===== src/ioc_pkg.sv =====
/*
   Constants, states and pin bundles for the option end of the I/O channel.
   Assumes every channel signal is synchronous to the rising edge of i_clk.

*/
package ioc_pkg;
   localparam int AD_W       = 32;
   localparam int IO_ADDR_W  = 27;
   localparam int WORD_LSB   = 2;
   localparam int MEM_DEPTH  = 16;
   localparam int TIMEOUT_NS = 10000;
   localparam logic [AD_W-1:0] AD_ZERO = 32'h0000_0000;

   typedef enum logic [1:0] {
      IO_IDLE   = 2'b00,
      IO_ACCESS = 2'b01,
      IO_RESP   = 2'b10,
      IO_GAP    = 2'b11
   } ioc_io_state_t;

   typedef enum logic [2:0] {
      DM_IDLE  = 3'b000,
      DM_ASK   = 3'b001,
      DM_WDATA = 3'b010,
      DM_RDATA = 3'b011,
      DM_DONE  = 3'b100
   } ioc_dma_state_t;

   // Channel lines driven by the system
   typedef struct packed {
      logic [AD_W-1:0] ad;
      logic            sel_n;
      logic            write_n;
      logic            dma_grant_strobe_n;
      logic            dma_fault_n;
   } ioc_sys_pins_t;

   // Channel lines driven by the option
   typedef struct packed {
      logic [AD_W-1:0] ad;
      logic            ad_oe;
      logic            io_done_n;
      logic            io_clash_n;
      logic            dma_fetch_ask_n;
      logic            dma_store_ask_n;
      logic            option_irq_line_n;
   } ioc_opt_pins_t;

   // DMA request from the option's own logic
   typedef struct packed {
      logic            valid;
      logic            write;
      logic [AD_W-1:0] addr;
      logic [AD_W-1:0] wdata;
   } ioc_dma_req_t;
endpackage : ioc_pkg


===== src/ioc_mem.sv =====
/*
   Small option register memory with registered read data.
   Assumes one clock and a single writer.
*/
`timescale 1ns/1ps
module ioc_mem #(
   parameter int W     = 32,
   parameter int DEPTH = 16,
   parameter int AW    = $clog2(DEPTH)
) (
   // Clock
   input  wire logic          i_clk,
   // Write port
   input  wire logic          i_we,
   input  wire logic [AW-1:0] i_waddr,
   input  wire logic [W-1:0]  i_wdata,
   // Read port
   input  wire logic [AW-1:0] i_raddr,
   output logic      [W-1:0]  o_rdata
);
   logic [W-1:0] mem [DEPTH];

   always_ff @(posedge i_clk) begin
      if (i_we) begin
         mem[i_waddr] <= i_wdata;
      end
      o_rdata <= mem[i_raddr];
   end
endmodule : ioc_mem


===== src/ioc_option_if.sv =====
/*
   Option end of the channel: I/O slave with clash answer, DMA requester,
   level interrupt line.
   Assumes the system obeys its own timing and drives ad outside option drive.
*/
`timescale 1ns/1ps
module ioc_option_if #(
   parameter int DEPTH = ioc_pkg::MEM_DEPTH
) (
   // Clock and reset
   input  wire logic                  i_clk,
   input  wire logic                  i_rst,
   // Channel
   input  wire ioc_pkg::ioc_sys_pins_t i_sys,
   output ioc_pkg::ioc_opt_pins_t      o_opt,
   // DMA user side
   input  wire ioc_pkg::ioc_dma_req_t  i_dma,
   output logic                        o_dma_ready,
   output logic                        o_dma_done,
   output logic                        o_dma_fault,
   output logic [ioc_pkg::AD_W-1:0]    o_dma_rdata,
   // Interrupt user side
   input  wire logic                   i_irq_event,
   input  wire logic                   i_irq_clear
);
   import ioc_pkg::*;

   localparam int AW = $clog2(DEPTH);
   localparam logic [IO_ADDR_W-WORD_LSB-1:0] DEPTH_W = (IO_ADDR_W-WORD_LSB)'(DEPTH);

   ioc_io_state_t          io_state,   next_io_state;
   ioc_dma_state_t         dma_state,  next_dma_state;
   ioc_opt_pins_t          opt,        next_opt;
   logic [IO_ADDR_W-1:0]   io_addr,    next_io_addr;
   logic                   io_wr,      next_io_wr;
   logic                   clash,      next_clash;
   logic                   dma_wr,     next_dma_wr;
   logic [AD_W-1:0]        dma_wdata,  next_dma_wdata;
   logic [AD_W-1:0]        dma_rdata,  next_dma_rdata;
   logic                   fault_acc,  next_fault_acc;
   logic                   irq,        next_irq;
   logic                   mem_we;
   logic [AW-1:0]          mem_raddr;
   logic [AD_W-1:0]        mem_rdata;

   function automatic logic word_hit(input logic [IO_ADDR_W-1:0] a);
      return a[IO_ADDR_W-1:WORD_LSB] < DEPTH_W;
   endfunction : word_hit

   function automatic logic [AW-1:0] word_idx(input logic [IO_ADDR_W-1:0] a);
      return a[WORD_LSB +: AW];
   endfunction : word_idx

   ioc_mem #(
      .W     (AD_W),
      .DEPTH (DEPTH)
   ) u_mem (
      .i_clk   (i_clk),
      .i_we    (mem_we),
      .i_waddr (word_idx(io_addr)),
      .i_wdata (i_sys.ad),
      .i_raddr (mem_raddr),
      .o_rdata (mem_rdata)
   );

   assign o_opt       = opt;
   assign o_dma_ready = (dma_state == DM_IDLE) && (io_state == IO_IDLE) && i_sys.sel_n;
   assign o_dma_done  = (dma_state == DM_DONE);
   assign o_dma_fault = fault_acc;
   assign o_dma_rdata = dma_rdata;
   assign mem_raddr   = word_idx(i_sys.ad[IO_ADDR_W-1:0]);
   assign mem_we      = (io_state == IO_ACCESS) && io_wr && !clash && word_hit(io_addr);

   // Channel next state
   always_comb begin
      next_io_state            = io_state;
      next_dma_state           = dma_state;
      next_io_addr             = io_addr;
      next_io_wr               = io_wr;
      next_clash               = clash;
      next_dma_wr              = dma_wr;
      next_dma_wdata           = dma_wdata;
      next_dma_rdata           = dma_rdata;
      next_fault_acc           = fault_acc;
      next_opt                 = opt;
      next_opt.io_done_n       = 1'b1;
      next_opt.io_clash_n      = 1'b1;
      next_opt.option_irq_line_n = !next_irq;
      unique case (io_state)
         IO_IDLE: begin
            if (!i_sys.sel_n) begin
               next_io_addr  = i_sys.ad[IO_ADDR_W-1:0];
               next_io_wr    = !i_sys.write_n;
               next_clash    = (dma_state != DM_IDLE);
               next_io_state = IO_ACCESS;
            end
         end
         IO_ACCESS: begin
            next_opt.io_done_n  = 1'b0;
            next_opt.io_clash_n = !clash;
            if (!io_wr && !clash) begin
               next_opt.ad    = word_hit(io_addr) ? mem_rdata : AD_ZERO;
               next_opt.ad_oe = 1'b1;
            end
            next_io_state = IO_RESP;
         end
         IO_RESP: begin
            if (!clash) begin
               next_opt.ad_oe = 1'b0; // Leave a waiting DMA address driven
            end
            next_io_state  = IO_GAP;
         end
         IO_GAP: begin
            if (i_sys.sel_n) begin
               next_io_state = IO_IDLE;
            end
         end
      endcase
      unique case (dma_state)
         DM_IDLE: begin
            if (i_dma.valid && o_dma_ready) begin
               next_dma_wr     = i_dma.write;
               next_dma_wdata  = i_dma.wdata;
               next_fault_acc  = 1'b0;
               next_opt.ad     = i_dma.addr;
               next_opt.ad_oe  = 1'b1;
               next_opt.dma_store_ask_n = !i_dma.write;
               next_opt.dma_fetch_ask_n = i_dma.write;
               next_dma_state  = DM_ASK;
            end
         end
         DM_ASK: begin
            if (!i_sys.dma_grant_strobe_n) begin
               next_opt.dma_fetch_ask_n = 1'b1;
               next_opt.dma_store_ask_n = 1'b1;
               next_fault_acc = !i_sys.dma_fault_n;
               next_opt.ad    = dma_wdata;
               next_opt.ad_oe = dma_wr;
               next_dma_state = dma_wr ? DM_WDATA : DM_RDATA;
            end
         end
         DM_WDATA: begin
            next_opt.ad_oe = 1'b0;
            if (!i_sys.dma_grant_strobe_n && !i_sys.dma_fault_n) begin
               next_fault_acc = 1'b1;
            end
            next_dma_state = DM_DONE;
         end
         DM_RDATA: begin
            if (!i_sys.dma_grant_strobe_n) begin
               next_dma_rdata = i_sys.ad;
               next_fault_acc = fault_acc || !i_sys.dma_fault_n;
               next_dma_state = DM_DONE;
            end
         end
         DM_DONE: begin
            next_dma_state = DM_IDLE;
         end
         default: begin
            next_dma_state = DM_IDLE;
         end
      endcase
   end

   always_ff @(posedge i_clk) begin
      if (i_rst) begin
         io_state  <= IO_IDLE;
         dma_state <= DM_IDLE;
         io_addr   <= '0;
         io_wr     <= 1'b0;
         clash     <= 1'b0;
         dma_wr    <= 1'b0;
         dma_wdata <= AD_ZERO;
         dma_rdata <= AD_ZERO;
         fault_acc <= 1'b0;
         opt       <= '{ad: AD_ZERO, ad_oe: 1'b0, default: 1'b1};
      end else begin
         io_state  <= next_io_state;
         dma_state <= next_dma_state;
         io_addr   <= next_io_addr;
         io_wr     <= next_io_wr;
         clash     <= next_clash;
         dma_wr    <= next_dma_wr;
         dma_wdata <= next_dma_wdata;
         dma_rdata <= next_dma_rdata;
         fault_acc <= next_fault_acc;
         opt       <= next_opt;
      end
   end

   // Interrupt holding; set wins over clear
   always_comb begin
      next_irq = i_irq_event || (irq && !i_irq_clear);
   end

   always_ff @(posedge i_clk) begin
      if (i_rst) begin
         irq <= 1'b0;
      end else begin
         irq <= next_irq;
      end
   end

   // Checks
   property p_ask_hold;
      @(posedge i_clk) disable iff (i_rst)
      (!opt.dma_fetch_ask_n || !opt.dma_store_ask_n) && i_sys.dma_grant_strobe_n
      |=> (!opt.dma_fetch_ask_n || !opt.dma_store_ask_n);
   endproperty
   a_ask_hold: assert property (p_ask_hold) else $error("DMA ask dropped before grant");

   property p_ask_release;
      @(posedge i_clk) disable iff (i_rst)
      (dma_state == DM_ASK) && !i_sys.dma_grant_strobe_n
      |=> opt.dma_fetch_ask_n && opt.dma_store_ask_n ##1 dma_state == DM_DONE
          ##1 dma_state == DM_IDLE || $past(dma_state) == DM_RDATA;
   endproperty
   a_ask_release: assert property (p_ask_release) else $error("DMA ask not released");

   property p_irq_hold;
      @(posedge i_clk) disable iff (i_rst)
      !opt.option_irq_line_n && !i_irq_clear |=> !opt.option_irq_line_n;
   endproperty
   a_irq_hold: assert property (p_irq_hold) else $error("Interrupt dropped early");

   property p_irq_level;
      @(posedge i_clk) disable iff (i_rst)
      i_irq_event ##1 !i_irq_clear |=> !opt.option_irq_line_n;
   endproperty
   a_irq_level: assert property (p_irq_level) else $error("Interrupt level missing");

   property p_fault_gate;
      @(posedge i_clk) disable iff (i_rst)
      (dma_state inside {DM_WDATA, DM_RDATA}) && i_sys.dma_grant_strobe_n
      |=> fault_acc == $past(fault_acc);
   endproperty
   a_fault_gate: assert property (p_fault_gate) else $error("Fault taken without grant");

   property p_addr_decode;
      @(posedge i_clk) disable iff (i_rst)
      (io_state == IO_IDLE) && !i_sys.sel_n
      |=> io_addr == $past(i_sys.ad[IO_ADDR_W-1:0]) ##1 !opt.io_done_n;
   endproperty
   a_addr_decode: assert property (p_addr_decode) else $error("Address not captured");

   property p_clash_recover;
      @(posedge i_clk) disable iff (i_rst)
      !opt.io_clash_n ##1 i_sys.sel_n |=> io_state == IO_IDLE;
   endproperty
   a_clash_recover: assert property (p_clash_recover) else $error("No recovery after clash");

   property p_clash_with_done;
      @(posedge i_clk) disable iff (i_rst)
      !opt.io_clash_n |-> !opt.io_done_n && $past(io_state, 2) == IO_IDLE
                          && !$past(i_sys.sel_n, 2);
   endproperty
   a_clash_with_done: assert property (p_clash_with_done) else $error("Clash misplaced");

   property p_gap_wait;
      @(posedge i_clk) disable iff (i_rst)
      (io_state == IO_GAP) && !i_sys.sel_n |=> io_state == IO_GAP;
   endproperty
   a_gap_wait: assert property (p_gap_wait) else $error("Reselect without idle");

   c_io_read:  cover property (@(posedge i_clk) !opt.io_done_n && opt.ad_oe);
   c_io_clash: cover property (@(posedge i_clk) !opt.io_clash_n);
   c_dma_done: cover property (@(posedge i_clk) o_dma_done && !dma_wr);
   c_dma_err:  cover property (@(posedge i_clk) o_dma_done && o_dma_fault);
endmodule : ioc_option_if


===== config.mk =====
export PLATFORM = sky130hd
export DESIGN_NAME = ioc_option_if
export DESIGN_NICKNAME = d
export VERILOG_FILES = /design/src/ioc_pkg.sv /design/src/ioc_mem.sv /design/src/ioc_option_if.sv
export SDC_FILE = /design/constraint.sdc
export NUM_CORES = 1
export LEC_CHECK = 0
export BUFFER_PORTS_ARGS = -buffer_cell sky130_fd_sc_hd__buf_2
export CAP_MARGIN = 15
export CORE_MARGIN = 1.5
export CORE_UTILIZATION = 54
export CTS_CLUSTER_DIAMETER = 100
export CTS_CLUSTER_SIZE = 16
export DETAILED_ROUTE_END_ITERATION = 8
export PLACE_DENSITY = 0.72
export SYNTH_ARGS = -nofsm -noshare
export SYNTH_HDL_FRONTEND = slang
export SYNTH_SLANG_ARGS = --single-unit

===== constraint.sdc =====
create_clock -name i_clk -period 4.3 [get_ports i_clk]
set_input_delay 0.215 -clock i_clk [delete_from_list [all_inputs] [get_ports i_clk]]
set_output_delay 0.215 -clock i_clk [all_outputs]
set_load 0.02 [all_outputs]

==> results of run 1 <==
==> flip-flops by register name, indices dropped and copies added, names as in the netlist, 2 cells and up <==
signal and count:
u_mem.o_rdata 32, dma_wdata 32, io_addr 25, io_state 2, dma_state 3, u_mem.mem 512
o_dma_rdata 32, o_opt 38
==> synthesized netlist by cell type (3+ instances only) <==
| library cell | n | area [um2] |
|---|---|---|
| sky130_fd_sc_hd__a32oi_1 | 31 | 272 |
| sky130_fd_sc_hd__a21oi_1 | 92 | 460 |
| sky130_fd_sc_hd__a22oi_1 | 66 | 495 |
| sky130_fd_sc_hd__nor2_1 | 26 | 97.6 |
| sky130_fd_sc_hd__a221oi_2 | 30 | 450 |
| sky130_fd_sc_hd__nor2b_1 | 4 | 25.0 |
| sky130_fd_sc_hd__nand4_1 | 33 | 206 |
| sky130_fd_sc_hd__bufbuf_8 | 3 | 56.3 |
| sky130_fd_sc_hd__nand2_1 | 221 | 830 |
| sky130_fd_sc_hd__nand2b_1 | 5 | 31.3 |
| sky130_fd_sc_hd__nor3_1 | 5 | 25.0 |
| sky130_fd_sc_hd__inv_1 | 5 | 18.8 |
| sky130_fd_sc_hd__ha_1 | 5 | 62.6 |
| sky130_fd_sc_hd__buf_6 | 4 | 45.0 |
| sky130_fd_sc_hd__mux4_2 | 128 | 2880 |
| sky130_fd_sc_hd__or3_1 | 3 | 18.8 |
| sky130_fd_sc_hd__a21boi_0 | 31 | 233 |
| sky130_fd_sc_hd__clkbuf_1 | 65 | 244 |
| sky130_fd_sc_hd__clkbuf_8 | 3 | 41.3 |
| sky130_fd_sc_hd__dlymetal6s2s_1 | 4 | 50.1 |
| sky130_fd_sc_hd__dfxtp_1 | 169 | 3380 |
| sky130_fd_sc_hd__edfxtp_1 | 512 | 15400 |
| sky130_fd_sc_hd__and2_1 | 4 | 25.0 |
| sky130_fd_sc_hd__buf_1 | 8 | 30.0 |
| sky130_fd_sc_hd__a211oi_1 | 4 | 30.0 |
| sky130_fd_sc_hd__buf_2 | 18 | 90.1 |
==> how the worst max path moves through the flow <==
stage / start / to / slack (ns) / depth (start not counted)
5_1_grt: io_addr[12] / u_mem.mem[7][30] / 0.89 / 5
4_1_cts: io_addr[12] / u_mem.mem[13][30] / 0.98 / 5
3_5_place_dp: io_addr[12] / u_mem.mem[13][27] / 0.99 / 5
3_3_place_gp: io_addr[12] / u_mem.mem[5][24] / 1.13 / 5
2_1_floorplan: io_addr[26] / u_mem.mem[1][0] / 0.18 / 4
6_report: io_addr[12] / u_mem.mem[7][30] / 1.02 / 5
==> placed cells by master (no fill, tap or decap), types with 4 or more instances in the layout <==
master / n
sky130_fd_sc_hd__clkbuf_16: 49
sky130_fd_sc_hd__a211oi_1: 4
sky130_fd_sc_hd__nor3_2: 4
sky130_fd_sc_hd__nor2_4: 12
sky130_fd_sc_hd__edfxtp_1: 512
sky130_fd_sc_hd__a22oi_1: 66
sky130_fd_sc_hd__nand4_1: 33
sky130_fd_sc_hd__a21oi_1: 92
sky130_fd_sc_hd__and2_1: 4
sky130_fd_sc_hd__a21boi_0: 31
sky130_fd_sc_hd__a32oi_1: 31
sky130_fd_sc_hd__dfxtp_1: 169
sky130_fd_sc_hd__buf_4: 42
sky130_fd_sc_hd__inv_1: 5
sky130_fd_sc_hd__clkbuf_1: 37
sky130_fd_sc_hd__nor2_1: 12
sky130_fd_sc_hd__nand2_1: 221
sky130_fd_sc_hd__ha_1: 5
sky130_fd_sc_hd__nand2b_1: 5
sky130_fd_sc_hd__buf_2: 175
sky130_fd_sc_hd__dlygate4sd3_1: 38
sky130_fd_sc_hd__mux4_2: 128
sky130_fd_sc_hd__a221oi_2: 30
==> per-stage QoR <==
stage          power (mW)  hold slack [ns]  instances  utilization [%]  setup WS (ns)
5_1_grt              13.8           0.0456       2371             61.4          0.890
2_1_floorplan        8.74            0.311       1520                -          0.184
6_report             13.4           0.0475       2371             61.4           1.02
3_5_place_dp         9.14            0.407       2244             57.6          0.992
3_3_place_gp         9.08            0.403       2244             57.6           1.13
4_1_cts              13.4           0.0298       2369             61.3          0.983
==> cell type report <==
class,count,area (um2)
Clock buffer,86,1370
Sequential cell,681,18800
Clock inverter,1,8.76
Fill cell,3356,18400
Tap cell,615,769
Multi-Input combinational cell,724,6610
Timing Repair Buffer,259,1650
Inverter,5,18.8
==> critical path: cells and delay by family (launching register included) <==
family        cells  cell delay [ns]
simple gates      4             2.31
buf+inv           1             0.33
flops             1             0.32
==> repair_timing <==
action | in CTS | in global routing
hold endpoints to repair | 40 | 0
hold buffers | 38 | 0
setup endpoints to repair | 0 | 0
==> logic make-up (layout without fill, tap and decap cells) <==
| kind of cell | after synthesis | after routing | share of synthesized area (%) |
|---|---|---|---|
| buffers and inverters | 115 | 351 | 2.62 |
| and+or+nand+nor | 322 | 322 | 5.67 |
| AOI/OAI and AO/OA | 266 | 266 | 7.85 |
| muxes | 130 | 130 | 11.2 |
| xor gates and xnor gates | 1 | 1 | 0.0338 |
| adders and majority gates | 5 | 5 | 0.241 |
| DFF | 681 | 681 | 72.4 |
==> power by group <==
group	switching (mW)	total (mW)	internal (mW)
registers	0.119	7.36	7.24
clock network	2.13	4.27	2.15
logic	1.15	1.72	0.570
==> layer usage <==
| layer | wire [um] | GRT usage (%) | vias up | share of wire, % |
|---|---|---|---|---|
| met5 | 0 | 0 | - | 0 |
| met4 | 1690 | 8.00 | 0 | 2.8 |
| met3 | 4300 | 3.79 | 91 | 7.0 |
| met2 | 30300 | 41.1 | 656 | 50 |
| met1 | 24800 | 34.5 | 7501 | 41 |
| li1 | - | - | 6408 | - |
==> run metrics, run 1 <==
result of the run finished, final reports clean; layout cell share with drive strength beyond 1 26.3%; horizontal extent of the die 222 um; hold_sp i_sys[3]; pwr/cell area 458 nW/um2; highest clock frequency the design can meet 305 MHz; hold path depth 4; number of levels the H-tree was split into 2; Register-to-Register Path Depth 5; DRC violation count after routing 0; count of pins on the block boundary 179; synthesis-to-finish area growth 12.6%; Clk Latency, worst-skew pair 0.59 ns; master cell of the clock root buffer sky130_fd_sc_hd__clkbuf_16; area enclosed by the die boundary 49300 um2; number of violations of the max-capacitance limit 0; skew final 0.0148 ns; cell breakdown of the critical path or4_4, nor4_2, nand4_1, nor2_4, buf_4; number of unique standard cell types used by synthesis 55; average wire per cell in the routed design 25.8 um; Vias 14700; reg2reg setup slack 1.02 ns; setup violators final 0; Final GP Congestion 0.832; Avg Vias per Cell 6.18; critical path peak fanout 23; kind of capture point of the worst setup path flip-flop; min-delay worst type in -> reg; unrepaired setup endpoints after global routing no; FF-to-FF Start io_addr[12]; endpoint with the worst hold slack clash; number of violations reported at the end of detailed-routing iteration 0 1343; final antenna diode count 0; Initial Util 54.5%; flip-flop and latch count after synthesis 681; number of rows created at floorplan 80; CP Data Arrival Time 3.56 ns; synthesized area 25900 um2; capturing point of the worst reg2reg path u_mem.mem[7][30]; part of the Yosys area used for sequential elements 72.4%; cell at the slowest stage of the critical path sky130_fd_sc_hd__nor2_4; Max transition margin 32.6%; TritonCTS clock tree yes; synthesized netlist net count 1631; synthesized instance count 1520; layout net count 1830; dominant register cell in the synthesized netlist sky130_fd_sc_hd__edfxtp_1; total CTS buffers 48; biggest cell delay along the critical path 0.77 ns; Leakage Power 9.59 nW; postcts setup bufs 0; final critical-path required period 3.28 ns; final WL 61100 um; number of flops mapped to enable cells by yosys 512; Design Area, Final 29200 um2; Peak supply drop 331 uV; global-route wire length before repair 91600 um; final worst path period share 76.2%; length of the first detailed-routing pass in iterations 5; YS warnings 0; WP data required 4.58 ns; slew at the pin closest to its max-slew limit 1.01 ns; clock slew at the register clock pins of the worst setup and hold paths 0.07 ns; Post-Place Cell Area 27400 um2; Avg Synthesized Cell Area 17.0 um2; largest net degree at the start of global routing 63; aggregate global-route resource usage 24.9%; critical path start-end classification reg -> reg; share of flip-flops with an asynchronous set or reset 0%; number of gates given a new drive strength after cts 0; endpoints failing hold 0; antenna violations before repair 0; height of the die 222 um; count of input and output buffers 178; GRT Residual Overflow 0; vias in the first global route 14500; HPWL after detailed placement 37300 um; total negative slack for setup checks 0 ns; Core Footprint 47500 um2; number of max-slew violations in the final report 0; Post-DRT Antenna Nets 0; number of clock sinks 681; CTS Buffer Depth 3; kind of launch point of the worst setup path flip-flop
Note: power is estimated with default switching activity, not from simulation.
==> inputs of run 2 (changes only) <==
--- a/config.mk
+++ b/config.mk
@@ -8,11 +8,11 @@
 export BUFFER_PORTS_ARGS = -buffer_cell sky130_fd_sc_hd__buf_2
 export CAP_MARGIN = 15
 export CORE_MARGIN = 1.5
-export CORE_UTILIZATION = 54
+export CORE_UTILIZATION = 55
 export CTS_CLUSTER_DIAMETER = 100
 export CTS_CLUSTER_SIZE = 16
 export DETAILED_ROUTE_END_ITERATION = 8
-export PLACE_DENSITY = 0.72
+export PLACE_DENSITY = 0.71
 export SYNTH_ARGS = -nofsm -noshare
 export SYNTH_HDL_FRONTEND = slang
 export SYNTH_SLANG_ARGS = --single-unit
==> constraint.sdc (replaced) <==
create_clock -name i_clk -period 3.4 [get_ports i_clk]
set_input_delay 0.17 -clock i_clk [delete_from_list [all_inputs] [get_ports i_clk]]
set_output_delay 0.17 -clock i_clk [all_outputs]
set_load 0.02 [all_outputs]
==> run 2 against run 1 <==
Compared with the run above: flip-flop and latch count unchanged; clock skew grew 0.017 ns; sequential share of layout area down 0.95 points; clock-buffer cell count did not move; critical endpoint is now u_mem.mem[0][26]; utilization increased by 2.2 points; setup slack got worse by 0.38 ns; global-route usage shrank 0.64 points; wire length fell by 4.3%; non-clock buffer count is 33 higher; total power rose by 27%.
==> run metrics, run 2 (same netlist as run 1, synthesis figures left out) <==
result of the run finished, final reports clean; critical path start-end classification reg -> reg; total CTS buffers 48; Final GP Congestion 0.818; min-delay worst type in -> reg; Post-DRT Antenna Nets 0; number of gates given a new drive strength after cts 0; commonest cells after routing, fill and taps aside sky130_fd_sc_hd__edfxtp_1 (512), sky130_fd_sc_hd__nand2_1 (221), sky130_fd_sc_hd__buf_2 (175), sky130_fd_sc_hd__dfxtp_1 (169), sky130_fd_sc_hd__mux4_2 (128); kind of capture point of the worst setup path flip-flop; CP Data Arrival Time 3.03 ns; highest clock frequency the design can meet 363 MHz; antenna violations before repair 0; area enclosed by the die boundary 48400 um2; vias in the first global route 14300; post-route worst hold slack 0.0279 ns; Total Power 16.9 mW; slew at the pin closest to its max-slew limit 1.12 ns; total negative slack for setup checks 0 ns; Max transition margin 25.3%; horizontal extent of the die 220 um; flip-flop count of the largest register, all copies and words added 512; WP data required 3.67 ns; height of the die 220 um; cell at the slowest stage of the critical path sky130_fd_sc_hd__or4_4; master cell of the clock root buffer sky130_fd_sc_hd__clkbuf_16; Initial Util 55.7%; Reg area 18800 um2; CTS Buffer Depth 3; critical path peak fanout 18; Leakage Power 9.77 nW; multi-input logic area 6640 um2; layout cell share with drive strength beyond 1 26.6%; Clk Latency, worst-skew pair 0.61 ns; synthesis-to-finish area growth 14.3%; setup violators final 0; count of fill cells added during filler insertion 3237; most common cell after layout, fill and taps aside sky130_fd_sc_hd__edfxtp_1; # placed instances 2251; average wire per cell in the routed design 24.4 um; largest net degree at the start of global routing 81; Vias 14600; Core Footprint 46600 um2; number of levels the H-tree was split into 2; cell breakdown of the critical path or4_4, nor4_2, nand3_1, nor3_4, buf_4; endpoints failing hold 0; final critical-path required period 2.76 ns; count of non-filler cells in the finished layout 2398; number of max-slew violations in the final report 0; register containing the most flip-flops in the final layout u_mem.mem; final WL 58500 um; number of violations of the max-capacitance limit 0; length of the first detailed-routing pass in iterations 5; biggest cell delay along the critical path 0.56 ns; number of clock sinks 681; count of input and output buffers 178; HPWL after detailed placement 37400 um; TritonCTS clock tree yes; Avg Vias per Cell 6.09; number of rows created at floorplan 79; count of pins on the block boundary 179; postcts setup bufs 0; clock slew at the register clock pins of the worst setup and hold paths 0.07 ns; GRT Residual Overflow 0; global-route wire length before repair 86600 um; pwr/cell area 571 nW/um2; kind of launch point of the worst setup path flip-flop; aggregate global-route resource usage 24.3%; skew final 0.0315 ns; share of the core filled with cells in the final layout 63.6%; Peak supply drop 423 uV; DRC violation count after routing 0; unrepaired setup endpoints after global routing no; final worst path period share 81.1%; number of violations reported at the end of detailed-routing iteration 0 1570; layout net count 1863; CTS Hold Bufs 58
==> run 2: cell count changes in the layout (fill, tap and decap cells not counted) <==
cell,before,now
sky130_fd_sc_hd__dlygate4sd3_1,38,58
sky130_fd_sc_hd__buf_12,1,10
sky130_fd_sc_hd__buf_4,42,48
sky130_fd_sc_hd__nor3_2,4,0
sky130_fd_sc_hd__nor3_4,1,5
sky130_fd_sc_hd__buf_16,1,0
sky130_fd_sc_hd__buf_8,1,0
sky130_fd_sc_hd__clkbuf_1,37,36
sky130_fd_sc_hd__clkbuf_16,49,50
sky130_fd_sc_hd__clkinv_8,0,1
sky130_fd_sc_hd__diode_2,0,1
==> run 2: final cells by class <==
type	count	share of cell area (%)
multi-input combinational	724	22.4
inverter	5	0.0634
timing repair buffer	292	6.86
clock buffer	86	4.68
tap	607	2.56
antenna	1	0.00845
sequential	681	63.3
clock inverter	2	0.0845
==> run 2: layer usage <==
| layer | GRT usage [%] | part of all wire (%) |
|---|---|---|
| met5 | 0 | 0 |
| met4 | 5.78 | 2.1 |
| met3 | 5.63 | 8.2 |
| met2 | 37.9 | 46 |
| met1 | 35.1 | 43 |
==> run 2: worst max-delay path, delay by kind of cell, from the launching register on <==
family,cells,cell delay (ns)
buf+inv,1,0.31
simple gates,4,1.79
flops,1,0.31
==> run 2: per-stage QoR <==
step / setup WS [ns] / instance area [um2]
3_3_place_gp: 0.687 / 27600
3_5_place_dp: 0.634 / 27600
4_1_cts: 0.590 / 29600
6_report: 0.644 / 29600
2_1_floorplan: 0.132 / 25900
5_1_grt: 0.474 / 29600
==> run 2: worst paths after layout <==
kind | from | to | slack [ns] | cells after the start
setup / recovery | io_addr[12] | u_mem.mem[0][26] | 0.64 | 5
hold / removal | i_sys[11] | io_addr[7] | 0.03 | 3
setup reg to reg | io_addr[12] | u_mem.mem[0][26] | 0.64 | 5
hold reg to reg | dma_wdata[18] | dma_wdata[18] | 0.46 | 2
==> run 2: where the power goes <==
part           leakage, nW  total (mW)  switching [mW]  internal [mW]
clock network        0.670        5.44            2.68           2.76
logic                 3.11        2.15            1.43          0.722
registers             5.98        9.31           0.155           9.15
==> inputs of run 3 (changes only) <==
--- a/config.mk
+++ b/config.mk
@@ -5,14 +5,15 @@
 export SDC_FILE = /design/constraint.sdc
 export NUM_CORES = 1
 export LEC_CHECK = 0
+export ABC_AREA = 1
 export BUFFER_PORTS_ARGS = -buffer_cell sky130_fd_sc_hd__buf_2
 export CAP_MARGIN = 15
 export CORE_MARGIN = 1.5
-export CORE_UTILIZATION = 55
+export CORE_UTILIZATION = 54
 export CTS_CLUSTER_DIAMETER = 100
 export CTS_CLUSTER_SIZE = 16
 export DETAILED_ROUTE_END_ITERATION = 8
-export PLACE_DENSITY = 0.71
+export PLACE_DENSITY = 0.72
 export SYNTH_ARGS = -nofsm -noshare
 export SYNTH_HDL_FRONTEND = slang
 export SYNTH_SLANG_ARGS = --single-unit
==> constraint.sdc (replaced) <==
create_clock -name i_clk -period 2.4 [get_ports i_clk]
set_input_delay 0.12 -clock i_clk [delete_from_list [all_inputs] [get_ports i_clk]]
set_output_delay 0.12 -clock i_clk [all_outputs]
set_load 0.02 [all_outputs]
==> run 3 against run 2 <==
Compared with the run above: critical path depth up 4; non-clock buffer count is 75 higher; total power rose by 45%; clock power increased by 41%; setup slack lost 0.54 ns; wire length grew 17%; largest power group unchanged; global-route usage grew 2.6 points; cell count is 39% higher; register-to-register slack lost 0.54 ns; flip-flop and latch count unchanged; sequential share of layout area is 3.2 points lower; largest cell class unchanged.
==> run metrics, run 3 <==
CP Data Arrival Time 2.78 ns; flip-flop count of the largest register, all copies and words added 512; min-delay worst type in -> reg; global-route wire length before repair 104000 um; Avg Vias per Cell 5.79; count of fill cells added during filler insertion 3546; hold path depth 1; number of flops mapped to enable cells by yosys 512; cell at the slowest stage of the critical path sky130_fd_sc_hd__dlygate4sd3_1; number of violations reported at the end of detailed-routing iteration 0 2271; library cell with the highest instance count after synthesis sky130_fd_sc_hd__nor2_1; count of pins on the block boundary 179; Max transition margin 41.5%; number of max-slew violations in the final report 0; register containing the most flip-flops in the final layout u_mem.mem; fraction of post-synthesis cell area in the top cell type by area 57.8%; largest net degree at the start of global routing 160; Clk Latency, worst-skew pair 0.61 ns; Combinational Power Share 14.5%; clock network fraction of total power 31.3%; crit path setup slack, layout 0.105 ns; Final GP Congestion 0.863; final WL 68700 um; capturing point of the worst reg2reg path dma_wdata[5]; pwr/cell area 788 nW/um2; synthesized netlist net count 2479; synthesized instance count 2368; internal portion of total power 18.0 mW; Peak supply drop 642 uV; synth top area cells sky130_fd_sc_hd__edfxtp_1 (58%), sky130_fd_sc_hd__dfxtp_1 (13%), sky130_fd_sc_hd__nor2_1 (8.6%); total negative slack for setup checks 0 ns; most common cell after layout, fill and taps aside sky130_fd_sc_hd__nor2_1; master cell of the clock root buffer sky130_fd_sc_hd__clkbuf_16; highest clock frequency the design can meet 436 MHz; Total Power 24.6 mW; post-synth top area cell sky130_fd_sc_hd__edfxtp_1; Sw Pwr 6.56 mW; dominant register cell in the synthesized netlist sky130_fd_sc_hd__edfxtp_1; Leakage Power 11.0 nW; number of rows created at floorplan 81; final worst path period share 95.6%; count of input and output buffers 178; result of the run finished, final reports clean; clock slew at the register clock pins of the worst setup and hold paths 0.07 ns; average wire per cell in the routed design 20.7 um; Post-DRT Antenna Nets 0; CTS Buffer Depth 3; number of violations of the max-capacitance limit 0; synthesized area 26600 um2; Post-Place Cell Area 28600 um2; area enclosed by the die boundary 50600 um2; aggregate global-route resource usage 26.9%; critical path start-end classification reg -> reg; endpoints failing hold 0; synthesis-to-finish area growth 17.2%; kind of launch point of the worst setup path flip-flop; Core Footprint 48700 um2; flip-flop and latch count after synthesis 681; Vias 19200; Design Area, Final 31200 um2; count of buffer and inverter cells on the critical path 3; commonest cells in the netlist sky130_fd_sc_hd__nor2_1 (613), sky130_fd_sc_hd__edfxtp_1 (512), sky130_fd_sc_hd__o21ai_0 (350); height of the die 225 um; hold_sp i_sys[17]; final critical-path required period 2.30 ns; cell breakdown of the critical path inv_1, ha_1, nand2_1, nor2_2, nand2_2, buf_4, o21ai_0, dlygate4sd3_1, nor2_1; critical path peak fanout 35; layout net count 2733; setup violators final 0; Register-to-Register Path Depth 9; YS warnings 0; Top Family by Delay on Critical Path buffers and inverters; number of levels the H-tree was split into 2; number of clock sinks 681; antenna violations before repair 7; sequential fraction of design power 54.2%; kind of capture point of the worst setup path flip-flop; GRT Residual Overflow 0; part of the Yosys area used for sequential elements 70.5%; pre-CTS setup slack 0.308 ns; biggest cell delay along the critical path 0.62 ns; unrepaired setup endpoints after global routing no; length of the first detailed-routing pass in iterations 5; WP data required 2.88 ns; DRC violation count after routing 0; number of unique standard cell types used by synthesis 33; share of flip-flops with an asynchronous set or reset 0%; TritonCTS clock tree yes; Initial Util 54.6%; reg2reg setup slack 0.10 ns; HPWL after detailed placement 41500 um; skew final 0.0296 ns; endpoint with the worst hold slack u_mem.mem[7][13]; FF-to-FF Start io_state[0]; total CTS buffers 48; Avg Synthesized Cell Area 11.2 um2; layout cell share with drive strength beyond 1 12.5%; commonest cells after routing, fill and taps aside sky130_fd_sc_hd__nor2_1 (595), sky130_fd_sc_hd__edfxtp_1 (512), sky130_fd_sc_hd__o21ai_0 (349), sky130_fd_sc_hd__buf_2 (175), sky130_fd_sc_hd__dfxtp_1 (169); slew at the pin closest to its max-slew limit 0.876 ns; share of the core filled with cells in the final layout 64.0%; Sw Ratio 26.7%; vias in the first global route 18700; horizontal extent of the die 225 um
==> run 3: power groups by stage <==
stage | clock network [mW] | logic, mW | registers [mW]
6_report | 7.68 | 3.56 | 13.3
3_5_place_dp | 0 | 3.30 | 13.6
5_1_grt | 8.18 | 3.90 | 13.4
4_1_cts | 7.77 | 3.48 | 13.3
2_1_floorplan | 0 | 2.09 | 13.6
3_3_place_gp | 0 | 3.18 | 13.6
==> run 3: cells by family (layout without fill, tap and decap cells) <==
kind of cell	Yosys count	in the layout	synth area share (%)
buf+inv	226	516	3.70
compound gates	610	610	13.0
other cells	0	1	0
simple gates	846	846	12.5
fa+ha+maj	5	5	0.235
flops	681	681	70.5
==> run 3: layout make-up <==
cell class              instances  area, um2  share of cell area, %
multi-input cells            1461       7000                   22.4
repair buffers                367       2970                   9.52
inverters                      63        241                  0.775
clock buffers                  83       1350                   4.34
diodes                          1       2.50                0.00803
well taps                     664        831                   2.66
flip-flops and latches        681      18800                   60.2
clock inverters                 3       26.3                 0.0843
==> run 3: worst max path at each step <==
stage / from / end / slack (ns) / cells past startpoint
4_1_cts: io_state[1] / u_mem.mem[12][6] / 0.30 / 9
3_3_place_gp: io_state[1] / u_mem.mem[13][7] / 0.38 / 9
3_5_place_dp: dma_state[2] / o_dma_rdata[4] / 0.31 / 5
5_1_grt: io_state[0] / dma_wdata[5] / 0.03 / 9
2_1_floorplan: io_state[1] / u_mem.mem[0][0] / -0.09 / 6
6_report: io_state[0] / dma_wdata[5] / 0.10 / 9
==> run 3: worst register-to-register path, stage by stage (launching register included) <==
cell and delay (ns):
sky130_fd_sc_hd__dfxtp_1 0.34, sky130_fd_sc_hd__inv_1 0.11, sky130_fd_sc_hd__ha_1 0.19, sky130_fd_sc_hd__nand2_1 0.10, sky130_fd_sc_hd__nor2_2 0.17, sky130_fd_sc_hd__nand2_2 0.08
sky130_fd_sc_hd__buf_4 0.25, sky130_fd_sc_hd__o21ai_0 0.29, sky130_fd_sc_hd__dlygate4sd3_1 0.62, sky130_fd_sc_hd__nor2_1 0.05
==> run 3: metal layers <==
layer | vias up | share of wire (%) | global-route usage [%]
li1 | 8874 | - | -
met1 | 9331 | 39 | 34.5
met2 | 870 | 49 | 46.0
met3 | 170 | 7.2 | 3.68
met4 | 2 | 4.0 | 11.7
met5 | - | 0.017 | 0
==> run 3: stage by stage <==
stage                     hold slack (ns)  std cells
after floorplan                     0.210       2368
after CTS                         0.00154       3322
final                              0.0530       3323
after detailed placement            0.302       3119
after global placement              0.301       3119
after global routing               0.0361       3323
==> run 3: timing repair <==
action                     in CTS  in global routing
setup buffers                   0                  0
hold buffers                  117                  0
hold endpoints to repair      474                  0
setup endpoints to repair       0                  1
gates resized for setup         0                  1
